$ cat src/design/shp_pkg.sv
package shp_pkg;

    // register map, byte address on the plain register port
    localparam logic [11:0] SHP_ADDR_PORT3_SEL = 12'hf0e;
    localparam logic [11:0] SHP_ADDR_PORT2_SEL = 12'hf0d;
    localparam logic [11:0] SHP_ADDR_CONTROL   = 12'hf0b;
    localparam logic [11:0] SHP_ADDR_PORT2_REF = 12'h002;
    localparam logic [11:0] SHP_ADDR_IRQ_EN    = 12'hffb;

    // field positions and reset values
    localparam int          SHP_CTRL_FLAG_BIT   = 7;
    localparam logic [3:0]  SHP_P3SEL_RESET     = 4'h0;
    localparam logic [7:0]  SHP_P2SEL_RESET     = 8'h00;
    localparam logic [7:0]  SHP_P2REF_RESET     = 8'h00;
    localparam logic [5:0]  SHP_IRQEN_RESET     = 6'h00;
    localparam logic [3:0]  SHP_RSVD_READ       = 4'hf;

    // processor restart address after leaving stop
    localparam logic [15:0] SHP_RESTART_VECTOR  = 16'h000c;

    // opcodes seen from the core
    localparam logic [7:0]  SHP_OP_NOP          = 8'hff;
    localparam logic [7:0]  SHP_OP_STOP         = 8'h6f;

    // oscillator settle time after restart
    localparam int          SHP_CLK_HZ          = 200_000_000;
    localparam int          SHP_OSC_SETTLE_US   = 10;
    localparam int          SHP_OSC_SETTLE_CYC  =
        (SHP_CLK_HZ / 1_000_000) * SHP_OSC_SETTLE_US;
    localparam int          SHP_CNT_W           = 12;

    // power states, one-hot
    typedef enum logic [3:0] {
        SHP_RUN    = 4'h1,
        SHP_HALT   = 4'h2,
        SHP_STOP   = 4'h4,
        SHP_SETTLE = 4'h8
    } shp_state_t;

endpackage : shp_pkg

$ cat src/design/shp_power_ctrl.sv
// Chosen here: the address-and-strobe port.
`timescale 1ns/1ps

module shp_power_ctrl
    import shp_pkg::*;
(
    // clock and reset
    input  wire logic        clk,
    input  wire logic        arst_n,
    // ordinary reset causes, one-cycle pulses
    input  wire logic        wdt_timeout,
    input  wire logic        por_event,
    // core instruction issue
    input  wire logic        op_valid,
    input  wire logic [7:0]  op_code,
    input  wire logic        halt_exec,
    input  wire logic        iret_done,
    // interrupt requests, six sources
    input  wire logic [5:0]  irq_req,
    // wake pins
    input  wire logic [7:0]  port2_pins,
    input  wire logic [3:0]  port3_pins,
    // register port
    input  wire logic [11:0] reg_addr,
    input  wire logic [7:0]  reg_wdata,
    input  wire logic        reg_wr,
    input  wire logic        reg_rd,
    output logic      [7:0]  reg_rdata,
    // clock and reset outputs
    output logic             cpu_clk_en,
    output logic             osc_en,
    output logic             periph_clk_en,
    output logic             core_rst,
    output logic             restart_vec_load,
    output logic      [15:0] restart_vec,
    output logic             irq_take,
    output logic      [2:0]  irq_num,
    output logic             resume_after_halt,
    output logic      [3:0]  power_state
);
    import shp_pkg::*;

    shp_state_t            state_q;
    shp_state_t            state_d;
    logic [SHP_CNT_W-1:0]  settle_q;
    logic [3:0]            p3sel_q;
    logic [7:0]            p2sel_q;
    logic [7:0]            p2ref_q;
    logic [5:0]            irqen_q;
    logic                  flag_q;
    logic                  wake;
    logic                  hard_rst;
    logic                  stop_req;
    logic                  halt_req;
    logic                  nop_seen_q;
    logic [5:0]            irq_live;
    logic                  halt_wake;
    logic                  halt_resume_q;
    logic [2:0]            irq_pick;
    logic                  recover_done;
    logic                  wr_p3sel;
    logic                  wr_p2sel;
    logic                  wr_p2ref;
    logic                  rd_p2ref;
    logic                  wr_ctrl;
    logic                  wr_irqen;

    // watchdog and power-on override every state
    assign hard_rst = wdt_timeout | por_event;

    // register strobe decodes shared by the processes below
    assign wr_p3sel = reg_wr && (reg_addr == SHP_ADDR_PORT3_SEL);
    assign wr_p2sel = reg_wr && (reg_addr == SHP_ADDR_PORT2_SEL);
    assign wr_p2ref = reg_wr && (reg_addr == SHP_ADDR_PORT2_REF);
    assign rd_p2ref = reg_rd && (reg_addr == SHP_ADDR_PORT2_REF);
    assign wr_ctrl  = reg_wr && (reg_addr == SHP_ADDR_CONTROL);
    assign wr_irqen = reg_wr && (reg_addr == SHP_ADDR_IRQ_EN);

    // stop only after a no-op flush
    always_ff @(posedge clk or negedge arst_n)
    begin
        if (!arst_n)
            nop_seen_q <= 1'b0;
        else if (op_valid)
            nop_seen_q <= (op_code == SHP_OP_NOP);
    end

    // a stop without the flush is ignored: core may be mid-instruction
    assign stop_req = op_valid && (op_code == SHP_OP_STOP) && nop_seen_q;
    assign halt_req = halt_exec && nop_seen_q;

    // recovery pin compare
    // selects and reference come from the registers below
    shp_wake_detect u_wake (
        .clk        (clk),
        .arst_n     (arst_n),
        .port2_pins (port2_pins),
        .port2_ref  (p2ref_q),
        .port2_sel  (p2sel_q),
        .port3_pins (port3_pins),
        .port3_sel  (p3sel_q),
        .wake       (wake)
    );

    assign irq_live  = irq_req & irqen_q;
    assign halt_wake = |irq_live;

    // lowest-numbered enabled request wins
    // fixed priority, so a pile of requests still names one source
    always_comb
    begin
        irq_pick = 3'd0;
        for (int k = 5; k >= 0; k--)
        begin
            if (irq_live[k])
                irq_pick = 3'(k);
        end
    end

    // power state next value
    always_comb
    begin
        state_d = state_q;
        unique case (state_q)
            SHP_RUN:
            begin
                if (stop_req)
                    state_d = SHP_STOP;
                else if (halt_req)
                    state_d = SHP_HALT;
            end
            SHP_HALT:
            begin
                if (halt_wake)
                    state_d = SHP_RUN;
            end
            SHP_STOP:
            begin
                if (wake)
                    state_d = SHP_SETTLE;
            end
            SHP_SETTLE:
            begin
                if (settle_q == SHP_CNT_W'(SHP_OSC_SETTLE_CYC - 1))
                    state_d = SHP_RUN;
            end
            default:
                state_d = SHP_RUN;
        endcase
        // watchdog or power-on also ends stop
        if (hard_rst)
            state_d = SHP_RUN;
    end

    // state register
    always_ff @(posedge clk or negedge arst_n)
    begin
        if (!arst_n)
            state_q <= SHP_RUN;
        else
            state_q <= state_d;
    end

    // oscillator settle counter, runs only while settling
    // back at zero outside settle, so every recovery waits in full
    always_ff @(posedge clk or negedge arst_n)
    begin
        if (!arst_n)
            settle_q <= '0;
        else if (state_q == SHP_SETTLE)
            settle_q <= settle_q + 1'b1;
        else
            settle_q <= '0;
    end

    // recovery completes on the settle-to-run step; a watchdog or
    // power-on pulse in that cycle is an ordinary reset instead
    assign recover_done = (state_q == SHP_SETTLE) && (state_d == SHP_RUN)
                          && !hard_rst;

    // halt keeps the oscillator warm: faster wake, more current
    // stop gates core clock and oscillator
    assign cpu_clk_en    = (state_q == SHP_RUN);
    assign osc_en        = (state_q != SHP_STOP);
    // peripherals and interrupts run in halt
    assign periph_clk_en = (state_q != SHP_STOP);
    assign power_state   = state_q;

    // registered so the core reset never glitches on a state change
    // core held in reset until clock stable
    always_ff @(posedge clk or negedge arst_n)
    begin
        if (!arst_n)
        begin
            core_rst         <= 1'b1;
            restart_vec_load <= 1'b0;
            restart_vec      <= SHP_RESTART_VECTOR;
        end
        else
        begin
            core_rst         <= hard_rst || (state_d == SHP_SETTLE)
                                || (state_d == SHP_STOP);
            restart_vec_load <= recover_done;
            restart_vec      <= SHP_RESTART_VECTOR;
        end
    end

    // interrupt handed to core on halt exit
    always_ff @(posedge clk or negedge arst_n)
    begin
        if (!arst_n)
        begin
            irq_take <= 1'b0;
            irq_num  <= 3'd0;
        end
        else
        begin
            irq_take <= (state_q == SHP_HALT) && halt_wake && !hard_rst;
            irq_num  <= irq_pick;
        end
    end

    // return lands after the halt opcode
    // pending only until the next return; later returns resume nothing
    always_ff @(posedge clk or negedge arst_n)
    begin
        if (!arst_n)
            halt_resume_q <= 1'b0;
        else if (hard_rst)
            halt_resume_q <= 1'b0;
        else if ((state_q == SHP_HALT) && halt_wake)
            halt_resume_q <= 1'b1;
        else if (iret_done)
            halt_resume_q <= 1'b0;
    end
    assign resume_after_halt = halt_resume_q && iret_done;

    // port 3 selects: cleared by hard reset only
    always_ff @(posedge clk or negedge arst_n)
    begin
        if (!arst_n)
            p3sel_q <= SHP_P3SEL_RESET;
        else if (hard_rst)
            p3sel_q <= SHP_P3SEL_RESET;
        else if (wr_p3sel)
            p3sel_q <= reg_wdata[3:0];
    end

    // port 2 selects and reference, kept on recovery
    always_ff @(posedge clk or negedge arst_n)
    begin
        if (!arst_n)
        begin
            p2sel_q <= SHP_P2SEL_RESET;
            p2ref_q <= SHP_P2REF_RESET;
        end
        else if (hard_rst)
        begin
            p2sel_q <= SHP_P2SEL_RESET;
            p2ref_q <= SHP_P2REF_RESET;
        end
        else
        begin
            if (wr_p2sel)
                p2sel_q <= reg_wdata;
            // reference from write or last read
            if (wr_p2ref)
                p2ref_q <= reg_wdata;
            else if (rd_p2ref)
                p2ref_q <= port2_pins;
        end
    end

    // interrupt enables, kept through halt
    // cleared by hard reset; a recovery keeps them like the selects
    always_ff @(posedge clk or negedge arst_n)
    begin
        if (!arst_n)
            irqen_q <= SHP_IRQEN_RESET;
        else if (hard_rst)
            irqen_q <= SHP_IRQEN_RESET;
        else if (wr_irqen)
            irqen_q <= reg_wdata[5:0];
    end

    // recovery flag, set wins over write clear
    always_ff @(posedge clk or negedge arst_n)
    begin
        if (!arst_n)
            flag_q <= 1'b0;
        else if (hard_rst)
            flag_q <= 1'b0;
        else if (recover_done)
            flag_q <= 1'b1;
        else if (wr_ctrl)
            flag_q <= reg_wdata[SHP_CTRL_FLAG_BIT];
    end

    // read data one cycle after the strobe, zero otherwise
    // zero when idle so a stale byte never looks like a read
    always_ff @(posedge clk or negedge arst_n)
    begin
        if (!arst_n)
            reg_rdata <= 8'h00;
        else if (!reg_rd)
            reg_rdata <= 8'h00;
        else
        begin
            unique case (reg_addr)
                SHP_ADDR_PORT3_SEL: reg_rdata <= {SHP_RSVD_READ, 4'h0};
                SHP_ADDR_PORT2_SEL: reg_rdata <= p2sel_q;
                SHP_ADDR_CONTROL:   reg_rdata <= {flag_q, 7'h00};
                SHP_ADDR_PORT2_REF: reg_rdata <= port2_pins;
                SHP_ADDR_IRQ_EN:    reg_rdata <= {2'h0, irqen_q};
                default:            reg_rdata <= 8'h00;
            endcase
        end
    end

endmodule : shp_power_ctrl

$ cat src/design/shp_wake_detect.sv
`timescale 1ns/1ps

module shp_wake_detect
    import shp_pkg::*;
(
    // clock and reset
    input  wire logic       clk,
    input  wire logic       arst_n,
    // pins and selects
    input  wire logic [7:0] port2_pins,
    input  wire logic [7:0] port2_ref,
    input  wire logic [7:0] port2_sel,
    input  wire logic [3:0] port3_pins,
    input  wire logic [3:0] port3_sel,
    // combined wake request, registered
    output logic            wake
);
    logic [11:0] hit;

    // per-pin compare: port 2 against reference, port 3 active low
    genvar i;
    generate
        for (i = 0; i < 12; i++)
        begin : g_pin
            if (i < 8)
            begin : g_p2
                assign hit[i] = port2_sel[i] & (port2_pins[i] ^ port2_ref[i]);
            end
            else
            begin : g_p3
                assign hit[i] = port3_sel[i-8] & ~port3_pins[i-8];
            end
        end
    endgenerate

    // registered so the sequencer sees a clean level
    always_ff @(posedge clk or negedge arst_n)
    begin
        if (!arst_n)
            wake <= 1'b0;
        else
            wake <= |hit;
    end

endmodule : shp_wake_detect

$ cat config.mk
export PLATFORM = sky130hd
export DESIGN_NAME = shp_power_ctrl
export DESIGN_NICKNAME = d
export VERILOG_FILES = /design/src/design/shp_pkg.sv /design/src/design/shp_power_ctrl.sv /design/src/design/shp_wake_detect.sv
export SDC_FILE = /design/constraint.sdc
export NUM_CORES = 1
export LEC_CHECK = 0
export ABC_AREA = 1
export BUFFER_PORTS_ARGS = -buffer_cell sky130_fd_sc_hd__buf_4
export CORE_MARGIN = 8
export CORE_UTILIZATION = 57
export CTS_CLUSTER_DIAMETER = 80
export DETAILED_ROUTE_END_ITERATION = 6
export PLACE_DENSITY = 0.86
export REMOVE_ABC_BUFFERS = 1
export SETUP_SLACK_MARGIN = 0.4
export SYNTH_ARGS = -nofsm -noshare
export SYNTH_HDL_FRONTEND = slang
export SYNTH_SLANG_ARGS = --single-unit
export TNS_END_PERCENT = 5
$ cat constraint.sdc
create_clock -name clk -period 4.3 [get_ports clk]
set_clock_uncertainty 0.15 [all_clocks]
set_input_delay 0.215 -clock clk [delete_from_list [all_inputs] [get_ports clk]]
set_output_delay 0.215 -clock clk [all_outputs]
set_load 0.05 [all_outputs]
Word-level counts from Yosys, hierarchy flattened
Cells that the tools add are included.
Storage, ports and cells
  bits in registers: 60
  input bits: 55
  output and inout port bits: 38
Cells by class
  add/subtract/negate cells: 1
  equal/unequal tests: 16
  multiplexer cells: 31
  bitwise logic cells: 26
  reduce and logical (&&, ||, !) cells: 25
Operators by type and width (count)
  $eq 12x12->1 const B: 4
  $mux 8: 6
  $pmux 8 s5: 1
  $mux 4: 8
  $mux 3: 6
  $pmux 4 s4: 1
  $logic_and 1x1->1: 14
  $add 12x1->12 const B: 1
  $and 1x1->1: 12
  $eq 12x11->1 const B: 1
  $eq 12x2->1 const B: 1
  $mux 12: 1
  $mux 6: 2
  $reduce_or 12->1: 1
  $reduce_bool 3->1: 3
  $eq 4x1->1 const B: 2
  $eq 4x3->1 const B: 2
  $eq 4x4->1 const B: 2
  $eq 8x7->1 const B: 1
  $eq 8x8->1 const B: 1
  $xor 1x1->1: 8
  $and 6x6->6: 1
  $mux 1: 6
  $reduce_bool 2->1: 3
  7 further kinds: 11

Logic depth before layout (Yosys ltp)
  depth in word-level cells: 11
  gate-level depth with buffers: 11
  mapped depth without buffers: 10

Modules after synthesis
Synthesis repeated with hierarchy kept, for this count alone.
Second synthesis, totals
  cell total of the unflattened synthesis: 492
  area, all modules: 3555.9 um^2
Modules (own cells, without submodules)
  shp_power_ctrl: instances 1, cells each 433, area each 3300.7 um^2
  shp_wake_detect: instances 1, cells each 59, area each 255.2 um^2

Worst setup path after synthesis
OpenSTA, ideal clock, no wires.
  path type: register -> register
  from: register state_q[0] (netlist: power_state[0])
  to: register flag_q
  library setup time: 0.124 ns
  data arrival time: 1.995 ns
  required time: 4.026 ns
  path slack: 2.031 ns
  cell stages (with the launch flop): 8
  path buffers: 0
  period minus slack after synthesis: 2.269 ns
  cells stage by stage: dfstp_2 -> nand2_1 -> nor2_1 -> nor2_1 -> nand2_1 -> nand3_1 -> o21bai_1 -> nand2_1
On the way
  elaborated cells between the ends (all ways): 17
RTL lines
  from (decl): RTL line shp_power_ctrl.sv:43  | shp_state_t state_q;
  from (signal assigned): RTL line shp_power_ctrl.sv:161  | state_q <= state_d;
  $eq 4x1->1 (*)
  net cpu_clk_en: RTL line shp_power_ctrl.sv:30  | output logic cpu_clk_en,
  $pmux 4 s4 (*): RTL line shp_power_ctrl.sv:124  | unique case (state_q)
  $mux 4 (*): RTL line shp_power_ctrl.sv:151  | if (hard_rst)
  $eq 4x1->1 (*): RTL line shp_power_ctrl.sv:178  | assign recover_done = (state_q == SHP_SETTLE) && (state_d == SHP_RUN)
  $logic_and 1x1->1 (*): RTL line shp_power_ctrl.sv:178
  $logic_and 1x1->1 (*): RTL line shp_power_ctrl.sv:179  | && !hard_rst;
  $mux 1: RTL line shp_power_ctrl.sv:293  | else if (recover_done)
  $mux 1: RTL line shp_power_ctrl.sv:291  | else if (hard_rst)
  to (signal assigned): RTL line shp_power_ctrl.sv:296  | flag_q <= reg_wdata[SHP_CTRL_FLAG_BIT];
  to (decl): RTL line shp_power_ctrl.sv:50  | logic flag_q;
The timed path passes the listed nets; every way through them passes the cells marked *.
A chain may end at the register's enable or synchronous reset.

Final worst setup path
  from: register state_q[0] (netlist: power_state[0])
  to: output port periph_clk_en
On the way
  longest elaborated chain between the ends: 1
RTL lines
  $ne 4x3->1: RTL line shp_power_ctrl.sv:186  | assign periph_clk_en = (state_q != SHP_STOP);
  to (decl): RTL line shp_power_ctrl.sv:32  | output logic periph_clk_en,
No other way between the ends.

==> impl_metrics.env <==
export IMPL_gp_congestion=0.903
export IMPL_grt_pass1_vias=3339
export IMPL_p_seq_share_pct=49.0
export IMPL_r2r_cells=8
export IMPL_wl_um=8810
export IMPL_fin_crit_sh_pct=41.3
export IMPL_fillers=489
export IMPL_via_per_inst=5.29
export IMPL_drive_above_1_share_pct=22.3
export IMPL_fin_crit_ps=1770
export IMPL_root_buffer="clkbuf_8"
export IMPL_comb_power_share_pct=13.7
export IMPL_r2r_start="power_state[2]"
export IMPL_setup_violations=0
export IMPL_required_ps=3930
export IMPL_cts_buffers=9
export IMPL_grt_pass1_wl_um=14900
export IMPL_cts_tree="done"
export IMPL_fp_coreArea_um2=5850
export IMPL_cts_setup_buffers=0
export IMPL_final_cell_mix="nand2_1 (128), buf_4 (77), nor2_1 (59), dfrtp_1 (58), inv_1 (51)"
export IMPL_numPortBuffers=76
export IMPL_clkPwrFrac_pct=37.2
export IMPL_start_util_pct=58.4
export IMPL_min_to="irq_num[0]"
export IMPL_status="finished, final reports clean"
export IMPL_cp_end_kind="output pin"
export IMPL_hp_class="input pin to flop"
export IMPL_drt_first_pass_iters=5
export IMPL_yosys_warnings=0
export IMPL_ys_ff_latch=60
export IMPL_hold_violations=0
export IMPL_grt_antenna_before_repair=0
export IMPL_power_switching_share_pct=28.5
export IMPL_path_clk_slew_ps=70
export IMPL_rr_endpoint="flag_q"
export IMPL_fin_nets=597
export IMPL_maxSlewViolCount=0
export IMPL_cp_start_kind="flop"
export IMPL_seq_area_frac_synth_pct=44.0
export IMPL_fp_dieW_um=93.4
export IMPL_clock_sink_count=60
export IMPL_ant_nets=0
export IMPL_dp_hpwl_um=6800
export IMPL_netlist_area_um2=3420
export IMPL_num_vias=3288
export IMPL_grt_setup_unrepaired="false"
export IMPL_grt_use_total_pct=21.3
export IMPL_num_antenna_cells=0
export IMPL_max_cap_violations=0
export IMPL_crit_fanout=4
export IMPL_pin_count=93
export IMPL_hold_path_startpoint="irq_req[0]"
export IMPL_grt_max_degree=61
export IMPL_pre_cts_slack_ps=2330
export IMPL_final_common_cell="nand2_1"
export IMPL_worst_pin_slew_ps=825
export IMPL_grt_overflow_total=0
export IMPL_dieHeight_um=93.4
export IMPL_crit_arrival_ps=1410
export IMPL_critical_path_class="flop to output pin"
export IMPL_worst_slack_ps=2530
export IMPL_p_int_uw=855
export IMPL_final_setup_tns_ps=0
export IMPL_drc=0
export IMPL_fp_dieArea_um2=8730
export IMPL_instances_no_fill=621
export IMPL_htreeDepth=3
export IMPL_synth_cells=459
export IMPL_placed_cells=602
export IMPL_area_delta_synth_final_pct=22.1
export IMPL_drt_iter0_drc=209
export IMPL_yosysUniqueCellTypes=37
export IMPL_rows=28
export IMPL_p_switching_uw=340
export IMPL_power_mw=1.20
export IMPL_syn_area_per_cell_um2=7.44
export IMPL_slew_headroom_pct=44.8
export IMPL_ir_drop_mv=0.204
export IMPL_whs_path_depth=3
export IMPL_clock_latency_ps=340
export IMPL_r2r_slack_ps=2610
export IMPL_power_density_nw_per_um2=287
export IMPL_whs_ps=24.8
export IMPL_cts_resized_gates=0
export IMPL_wl_per_cell_um=14.2
export IMPL_clk_path_buf_depth=2
export IMPL_leakage_nw=2.20
export IMPL_fmax_ghz=0.564
## per-layer routing
layer	part of all wire, %	vias to the layer above	track usage [%]
li1	-	1594	-
met1	42	1551	25.1
met2	50	127	36.5
met3	7.2	16	5.69
met4	1.6	0	7.52
met5	0	-	0
## cell usage after synthesis (all sizes together)
master,n,area (um^2)
nor4,1,6.26
a21boi,1,7.51
o21bai,1,7.51
conb,2,7.51
dfstp,2,52.6
o2111ai,1,8.76
ha,1,12.5
o31ai,1,7.51
nor2,65,283
and3,1,6.26
xnor2,1,8.76
inv,55,209
xor2,4,35.0
nand2,136,541
nand3,22,110
nor3,10,50.1
buf,23,170
o22ai,3,18.8
nand4,17,106
nand3b,2,15.0
a21oi,11,55.1
o21ai,38,228
a31oi,1,6.26
dfrtp,58,1450
or2,2,12.5
## through the flow
step | area [um^2] | util, %
detailed placement | 3970 | 67.9
global placement | 3970 | 67.9
CTS | 4170 | 71.3
global route | 4170 | 71.3
finish | 4170 | 71.3
floorplan | 3300 | -
## power by group through the flow
stage	clock network [mW]	registers [mW]	logic, mW
detailed placement	0	0.596	0.161
global route	0.477	0.587	0.180
global placement	0	0.596	0.157
CTS	0.448	0.586	0.164
floorplan	0	0.602	0.0796
finish	0.445	0.586	0.164
## state kept, by name (all words and copies together), names as in the netlist, 3 cells and up
| signal | cells |
|---|---|
| power_state | 4 |
| irq_num | 3 |
| reg_rdata | 8 |
| settle_q | 12 |
| p2sel_q | 8 |
| p3sel_q | 4 |
| irqen_q | 6 |
| p2ref_q | 8 |
## cell families after synthesis
| kind of cell | share of synthesized area [%] |
|---|---|
| compound gates | 9.93 |
| fa+ha+maj | 0.366 |
| xor+xnor | 1.28 |
| other cells | 0.220 |
| flops | 44.0 |
| buf+inv | 11.1 |
| simple gates | 33.1 |
## what timing repair did
action                     4_1_cts  5_1_grt
hold endpoints to repair        60        0
setup endpoints to repair        0        0
hold buffers                     3        0
## final cells by class
type / instances / area, um^2 / area share (%)
multi-input combinational: 335 / 1590 / 38.0
sequential: 60 / 1500 / 36.1
timing repair buffer: 80 / 608 / 14.6
inverter: 55 / 209 / 5.01
clock buffer: 11 / 141 / 3.39
tap: 75 / 93.8 / 2.25
clock inverter: 5 / 27.5 / 0.660
## worst max path at each step
stage	endpoint	from	slack, ps	cells past startpoint
after CTS	periph_clk_en	power_state[0]	2520	5
after global routing	p2ref_q[0]	reg_addr[5]	2440	8
final	periph_clk_en	power_state[0]	2530	5
after global placement	p2ref_q[3]	reg_addr[7]	2440	9
after floorplan	flag_q	power_state[0]	1990	7
after detailed placement	p2ref_q[0]	reg_addr[5]	2330	9
## worst max-delay path, cell delays in order, from the launching register on
cell and delay [ps]:
dfstp_2 550, inv_1 50, nand2_1 90, nor2_1 70, inv_1 100, buf_4 210
No activity file was read; power rests on OpenSTA's default activity.
